===== config.mk =====
export PLATFORM = sky130hd
export DESIGN_NAME = alud_top
export DESIGN_NICKNAME = d
export VERILOG_FILES = /design/src/design/alud_pkg.sv /design/src/design/alud_disch_current.sv /design/src/design/alud_sample_tick.sv /design/src/design/alud_top.sv
export SDC_FILE = /design/constraint.sdc
export NUM_CORES = 1
export LEC_CHECK = 0
export ABC_AREA = 1
export BUFFER_PORTS_ARGS = -buffer_cell sky130_fd_sc_hd__buf_4
export CAP_MARGIN = 25
export CELL_PAD_IN_SITES_DETAIL_PLACEMENT = 1
export CELL_PAD_IN_SITES_GLOBAL_PLACEMENT = 1
export CORE_MARGIN = 4
export CORE_UTILIZATION = 25
export CTS_BUF_LIST = sky130_fd_sc_hd__clkbuf_2 sky130_fd_sc_hd__clkbuf_4 sky130_fd_sc_hd__clkbuf_8
export DETAILED_ROUTE_END_ITERATION = 16
export PLACE_DENSITY = 0.54
export SYNTH_ARGS = -nofsm -noshare
export SYNTH_HDL_FRONTEND = slang
export SYNTH_SLANG_ARGS = --single-unit
export TNS_END_PERCENT = 100

===== constraint.sdc =====
create_clock -name clk -period 5.88 [get_ports clk]
set_clock_uncertainty 0.1 [all_clocks]
set_input_delay 0.294 -clock clk [delete_from_list [all_inputs] [get_ports clk]]
set_output_delay 0.294 -clock clk [all_outputs]
set_load 0.05 [all_outputs]

===== src/design/alud_pkg.sv =====
package alud_pkg;

  // ----------------------------------------------------------------------
  // Widths and timing
  // ----------------------------------------------------------------------
  localparam int ALUD_VW = 10;
  localparam int CLK_FREQ_HZ = 20_000_000;
  localparam int SAMPLE_PERIOD_US = 1000;
  localparam int SAMPLE_CYCLES = (CLK_FREQ_HZ / 1_000_000) * SAMPLE_PERIOD_US;
  localparam int NEG_WINDOW_MS = 10;
  localparam int NEG_WINDOW_SAMPLES = NEG_WINDOW_MS * 1000 / SAMPLE_PERIOD_US;
  localparam int RESTART_SLOPE_MS = 2;
  localparam int RESTART_SAMPLES = RESTART_SLOPE_MS * 1000 / SAMPLE_PERIOD_US;
  localparam int UNPLUG_TIMEOUT_MS = 32;
  localparam int UNPLUG_TIMEOUT_SAMPLES = UNPLUG_TIMEOUT_MS * 1000 / SAMPLE_PERIOD_US;

  // ----------------------------------------------------------------------
  // Analog levels in sense codes, and discharge current codes
  // ----------------------------------------------------------------------
  localparam logic [ALUD_VW-1:0] SLOPE_OFFSET_RST = 10'h008;
  localparam logic [ALUD_VW-1:0] DISCH_END_LEVEL_RST = 10'h010;
  localparam logic [ALUD_VW-1:0] DISCH_KNEE_LEVEL_RST = 10'h050;
  localparam logic [7:0] DISCH_FULL_CODE = 8'hFF;
  localparam logic [7:0] DISCH_MIN_CODE = 8'h10;

  // ----------------------------------------------------------------------
  // Discharge sequencer states
  // ----------------------------------------------------------------------
  typedef enum logic [1:0] {
    ALUD_IDLE = 2'b00,
    ALUD_DISCH = 2'b01,
    ALUD_WAIT_SLOPE = 2'b10
  } alud_state_t;

endpackage


===== src/design/alud_disch_current.sv =====
`timescale 1ns/1ns
module alud_disch_current
  import alud_pkg::*;
(
  input wire logic clk,
  input wire logic arst_n,
  input wire logic enable,
  input wire logic [ALUD_VW-1:0] line_level,
  input wire logic [ALUD_VW-1:0] end_level,
  input wire logic [ALUD_VW-1:0] knee_level,
  output logic [7:0] current_code
);

  logic [7:0] code_nxt;
  logic [ALUD_VW+7:0] num;
  logic [ALUD_VW-1:0] span;
  logic [ALUD_VW-1:0] above;

  // ----------------------------------------------------------------------
  // Linear current taper
  // ----------------------------------------------------------------------
  // Full current above the knee, linear down to the minimum at the end level.
  // Division is costly but runs at a leisurely rate; a table would be smaller.
  always_comb begin
    span = knee_level - end_level;
    above = (line_level > end_level) ? line_level - end_level : '0;
    num = '0;
    if (!enable) begin
      code_nxt = 8'h00;
    end else if (line_level >= knee_level || span == '0) begin
      code_nxt = DISCH_FULL_CODE;
    end else begin
      num = (ALUD_VW+8)'(above) * (ALUD_VW+8)'(DISCH_FULL_CODE - DISCH_MIN_CODE);
      code_nxt = DISCH_MIN_CODE + 8'(num / (ALUD_VW+8)'(span));
    end
  end

  // Output code is registered, as a data output.
  always_ff @(posedge clk or negedge arst_n) begin
    if (!arst_n) begin
      current_code <= 8'h00;
    end else begin
      current_code <= code_nxt;
    end
  end

endmodule


===== src/design/alud_sample_tick.sv =====
`timescale 1ns/1ns
module alud_sample_tick
  import alud_pkg::*;
#(
  parameter int PERIOD = SAMPLE_CYCLES
) (
  input wire logic clk,
  input wire logic arst_n,
  output logic tick
);

  logic [$clog2(PERIOD+1)-1:0] cnt_r;
  logic [$clog2(PERIOD+1)-1:0] cnt_nxt;
  logic tick_nxt;

  // ----------------------------------------------------------------------
  // Sample period divider
  // ----------------------------------------------------------------------
  // Next count wraps after one sampling period.
  always_comb begin
    tick_nxt = (cnt_r == ($clog2(PERIOD+1))'(PERIOD - 1));
    cnt_nxt = tick_nxt ? '0 : cnt_r + 1'b1;
  end

  // Registered tick so the strobe is glitch free.
  always_ff @(posedge clk or negedge arst_n) begin
    if (!arst_n) begin
      cnt_r <= '0;
      tick <= 1'b0;
    end else begin
      cnt_r <= cnt_nxt;
      tick <= tick_nxt;
    end
  end

endmodule


===== src/design/alud_top.sv =====
`timescale 1ns/1ns
module alud_top
  import alud_pkg::*;
#(
  parameter int SAMPLE_PERIOD = SAMPLE_CYCLES,
  parameter int TIMEOUT_SAMPLES = UNPLUG_TIMEOUT_SAMPLES,
  parameter int NEG_SAMPLES = NEG_WINDOW_SAMPLES,
  parameter int RESTART_SLOPE = RESTART_SAMPLES
) (
  input wire logic clk,
  input wire logic arst_n,
  input wire logic [ALUD_VW-1:0] line_sense,
  input wire logic [ALUD_VW-1:0] slope_offset,
  input wire logic [ALUD_VW-1:0] discharge_end_level,
  input wire logic [ALUD_VW-1:0] discharge_knee_level,
  input wire logic stop_event,
  output logic slope_comparator_out,
  output logic dc_detect,
  output logic discharge_en,
  output logic [7:0] discharge_current,
  output logic switching_stop,
  output logic startup_block,
  output logic restart_ok
);

  localparam int TW = $clog2(TIMEOUT_SAMPLES + 2);
  localparam int NW = $clog2(NEG_SAMPLES + 2);
  localparam int RW = $clog2(RESTART_SLOPE + 2);

  logic tick;
  logic [ALUD_VW-1:0] held_r, held_nxt;
  logic cmp_r, cmp_nxt;
  logic [TW-1:0] det_r, det_nxt;
  logic [NW-1:0] neg_r, neg_nxt;
  logic dc_r, dc_nxt;
  alud_state_t st_r, st_nxt;
  logic [RW-1:0] pos_r, pos_nxt;
  logic rok_r, rok_nxt;
  logic [ALUD_VW:0] thr_up;
  logic [ALUD_VW:0] thr_dn;
  logic pos_seen;
  logic neg_seen;
  logic cmp_edge;
  logic line_low;

  // ----------------------------------------------------------------------
  // Sample clock
  // ----------------------------------------------------------------------
  // One strobe per sampling period gates all detector state.
  alud_sample_tick #(.PERIOD(SAMPLE_PERIOD)) u_tick (
    .clk(clk),
    .arst_n(arst_n),
    .tick(tick)
  );

  // ----------------------------------------------------------------------
  // Slope comparator and detection timer
  // ----------------------------------------------------------------------
  // The held sample plus offset sets the up threshold; a mirrored offset below
  // it catches falling slopes. Widened sums avoid overflow at full scale.
  always_comb begin
    thr_up = {1'b0, held_r} + {1'b0, slope_offset};
    thr_dn = ({1'b0, held_r} > {1'b0, slope_offset}) ? {1'b0, held_r} - {1'b0, slope_offset} : '0;
    pos_seen = ({1'b0, line_sense} > thr_up);
    neg_seen = ({1'b0, line_sense} < thr_dn) && (neg_r != '0);
    held_nxt = held_r;
    cmp_nxt = cmp_r;
    det_nxt = det_r;
    neg_nxt = neg_r;
    dc_nxt = dc_r;
    cmp_edge = 1'b0;
    if (tick) begin
      held_nxt = line_sense;
      if (pos_seen) begin
        cmp_nxt = 1'b1;
      end else if (neg_seen) begin
        cmp_nxt = 1'b0;
      end else begin
        cmp_nxt = 1'b0;
      end
      cmp_edge = pos_seen || neg_seen || (cmp_nxt != cmp_r);
      if (pos_seen) begin
        neg_nxt = NW'(NEG_SAMPLES);
      end else if (neg_r != '0) begin
        neg_nxt = neg_r - 1'b1;
      end
      if (cmp_edge) begin
        det_nxt = '0;
        dc_nxt = 1'b0;
      end else if (det_r >= TW'(TIMEOUT_SAMPLES - 1)) begin
        det_nxt = det_r;
        dc_nxt = 1'b1;
      end else begin
        det_nxt = det_r + 1'b1;
      end
    end
  end

  // Detector state registers.
  always_ff @(posedge clk or negedge arst_n) begin
    if (!arst_n) begin
      held_r <= '0;
      cmp_r <= 1'b0;
      det_r <= '0;
      neg_r <= '0;
      dc_r <= 1'b0;
    end else begin
      held_r <= held_nxt;
      cmp_r <= cmp_nxt;
      det_r <= det_nxt;
      neg_r <= neg_nxt;
      dc_r <= dc_nxt;
    end
  end

  // ----------------------------------------------------------------------
  // Discharge sequencer and restart qualifier
  // ----------------------------------------------------------------------
  // No mode input gates this machine, so it stays armed in standby and fault.
  always_comb begin
    line_low = (line_sense < discharge_end_level);
    st_nxt = st_r;
    pos_nxt = pos_r;
    rok_nxt = rok_r;
    case (st_r)
      ALUD_IDLE: begin
        if (dc_r) begin
          st_nxt = ALUD_DISCH;
        end else if (stop_event) begin
          st_nxt = ALUD_WAIT_SLOPE;
          pos_nxt = '0;
          rok_nxt = 1'b0;
        end
      end
      ALUD_DISCH: begin
        rok_nxt = 1'b0;
        pos_nxt = '0;
        if (line_low) begin
          st_nxt = ALUD_WAIT_SLOPE;
        end
      end
      ALUD_WAIT_SLOPE: begin
        // Only a fresh timeout re-arms the discharge here. The flag left from the last
        // discharge is stale until a tick that sees a slope edge clears it, and would trap a rising line.
        if (tick && dc_nxt && !dc_r && !line_low) begin
          st_nxt = ALUD_DISCH;
        end else if (tick) begin
          if (pos_seen) begin
            if (pos_r >= RW'(RESTART_SLOPE - 1)) begin
              st_nxt = ALUD_IDLE;
              rok_nxt = 1'b1;
            end else begin
              pos_nxt = pos_r + 1'b1;
            end
          end else begin
            pos_nxt = '0;
          end
        end
      end
      default: begin
        st_nxt = ALUD_IDLE;
      end
    endcase
  end

  // Sequencer registers; restart is permitted at power-on.
  always_ff @(posedge clk or negedge arst_n) begin
    if (!arst_n) begin
      st_r <= ALUD_IDLE;
      pos_r <= '0;
      rok_r <= 1'b1;
    end else begin
      st_r <= st_nxt;
      pos_r <= pos_nxt;
      rok_r <= rok_nxt;
    end
  end

  // ----------------------------------------------------------------------
  // Discharge current and outputs
  // ----------------------------------------------------------------------
  alud_disch_current u_cur (
    .clk(clk),
    .arst_n(arst_n),
    .enable(st_r == ALUD_DISCH),
    .line_level(line_sense),
    .end_level(discharge_end_level),
    .knee_level(discharge_knee_level),
    .current_code(discharge_current)
  );

  // Outputs come straight from state flops.
  assign slope_comparator_out = cmp_r;
  assign dc_detect = dc_r;
  assign discharge_en = (st_r == ALUD_DISCH);
  assign switching_stop = (st_r == ALUD_DISCH);
  assign startup_block = (st_r == ALUD_DISCH) || !rok_r;
  assign restart_ok = rok_r;
endmodule


==> results.tsv <==
metric	value	unit
worst skew pair latency	330	ps
post-synth cell types	58	
Final Worst Setup Slack	-31660	ps
Clock Sinks	51	
final hold vios	0	
hold_sp	stop_event	
Seq cells post-synth	51	
post-synthesis sequential area ratio	9.15	%
Syn Std Cell Area	14000	sq um
top-count cell post-synth	nand2_1	
vias per inst	4.63	
multi-input logic area	12400	sq um
Commonest cells post-synth	nand2_1, inv_1, ha_1	
Worst Path Max Fanout	7	
Synth warnings	0	
global-route wire length before repair	97900	um
Tightest Hold Check Type	in -> reg	
asr flop ratio synth	100	%
Syn Area/Cell	6.53	sq um
Slew @ Worst Pin	763	ps
Core Box Area	55200	sq um
WP data arrival	37670	ps
RSZ-0062 raised after global routing	yes	
Layout Cells excl Fill	3970	
Die Y	244	um
Syn Inst Count	2138	
TNS Setup	-212080	ps
Adder-Cell Fraction of Synth Area	28.1	%
Synth Area in Compound Gates	14.0	%
Crit Path Class	in -> reg	
fin crit share	638	%
Synth area leaders	ha_1, nand2_1, inv_1	
violated checks	negative setup slack	
clock buffer depth	2	
post-synth top area cell	ha_1	
# setup viols final	8	
largest net degree at the start of global routing	52	
Seq. cell area	1280	sq um
crit path launch type	primary input	
Reg clk slew, reported paths	110	ps
Layout Utilization	44.9	%
Reg2Reg Depth	31	
vias in the first global route	19800	
num ports	57	
WHS Path Cells	3	
routed vias	18400	
post-route ant nets	0	
area of the die	59700	sq um
Synth Area in Simple Gates	29.9	%
antenna cells	0	
Slew headroom	48.7	%
Max-Cap Viols	0	
min cycle time layout	37540	ps
reg2reg start	held_r[2]	
Synth Area in XOR/XNOR	6.58	%
Initial Utilization	25.3	%
Die Span X	244	um
Critical Path Source	discharge_end_level[1]	
top cell type's share of synthesized area	22.7	%
EDFF count, synth	0	
Tot GR Track Use	19.7	%
GP Congestion	0.810	
worst stage delay on the critical path	540	ps
P&R area growth vs syn	77.3	%
R2R Setup Slk	600	ps
Pins Over Slew Limit	0	
worst path required time	6010	ps
Fill cells	6971	
Root Driver	clkbuf_8	
Iter 0 DRT Violations	541	
Synth Flop Type	dfrtp_1	
slowest CP cell	fa_1	
detailed-placement wirelength estimate	42300	um
main combinational cell family by area after synthesis	simple AND/OR/NAND/NOR gates	
crit end category	flip-flop	
Congestion Overflow GR	0	
TritonCTS clock tree	yes	
CTS Buf Count	5	
multiplexer share of the synthesized area	0	%
H-tree depth	2	
Net Count, Synth	2472	
post-layout net count	3555	
DRC	0	
Top cell by count, worst path	nand2_2	
overall routed net length	66300	um
pre-CTS setup slack	-31250	ps
row count	86	
DR WL/cell	16.7	um
TritonRoute pass-1 iters	5	
Fmax	26.6	MHz
status	finished with violations	
layout cells sized above 1	46.0	%
placed insts	3503	
initial antenna violation count	0	
input/output buffers	56	
[final timing paths]
kind / end
worst min register to register: u_tick.cnt_r[0]
min in group asynchronous: held_r[5]
worst min-delay path: st_r[1]
max in group asynchronous: u_tick.cnt_r[14]
worst max-delay path: u_cur.current_code[0]
worst max register to register: pos_r[0]
[state kept, by name (all words and copies together), names as in the netlist]
| signal | count |
|---|---|
| dc_detect | 1 |
| st_r | 2 |
| neg_r | 4 |
| held_r | 10 |
| u_cur.current_code | 8 |
| slope_comparator_out | 1 |
| det_r | 6 |
| u_tick.cnt_r | 15 |
| restart_ok | 1 |
| pos_r | 2 |
| u_tick.tick | 1 |
[metrics by stage]
step | hold WS [ps] | instance area [sq um]
2_1_floorplan | -102 | 14400
3_3_place_gp | 278 | 19900
3_5_place_dp | 280 | 19900
4_1_cts | 181 | 23300
5_1_grt | 202 | 24800
6_report | 196 | 24800
[repair_timing]
item                                   in CTS  in global routing
endpoints found under the hold margin      50                  0
hold buffers                                1                  0
setup buffers                             356                102
pin swaps                                 139                233
gates resized for setup                   144                181
setup endpoints to repair                   8                 11
gates cloned                                1                  1
[cell families (layout without fill, tap and decap cells)]
family	count (synthesis)	after routing
fa+ha+maj	291	291
compound gates	328	328
simple gates	923	924
xor+xnor	105	105
flops	51	51
buf+inv	440	1523
[critical path: cells and delay by family]
family | cells | cell delay, ps
compound gates | 84 | 12270
simple gates | 118 | 11630
fa+ha+maj | 23 | 6890
buf+inv | 66 | 6180
xor+xnor | 2 | 380
[routing by layer]
metal  GRT usage, %  wire, um  part of all wire, %
met5              0         0                    0
met3          0.877       967                  1.5
met2           39.3     35900                   54
met4           4.88      2540                  3.8
met1           22.8     26900                   41
[cell usage in the layout (no fill, tap or decap), types with 27 or more instances in the layout]
cell type / instances
a21o_1: 28
a21oi_1: 70
buf_4: 1070
dfrtp_1: 50
fa_1: 37
ha_1: 226
ha_4: 27
inv_1: 368
inv_2: 37
nand2_1: 437
nand2_2: 72
nand3_1: 114
nand4_1: 27
nor2_1: 115
o21ai_0: 59
xnor2_1: 38
xor2_1: 62
[layout make-up]
class / instances / area share (%)
Sequential cell: 51 / 5.16
Multi-Input combinational cell: 1648 / 50.2
Clock inverter: 3 / 0.192
Timing Repair inverter: 1 / 0.0354
Tap cell: 748 / 3.78
Timing Repair Buffer: 1098 / 33.9
Inverter: 416 / 6.50
Clock buffer: 5 / 0.278
Power is not shown: default switching activity piles up to over one toggle a cycle in this logic, so the estimate is an artifact.
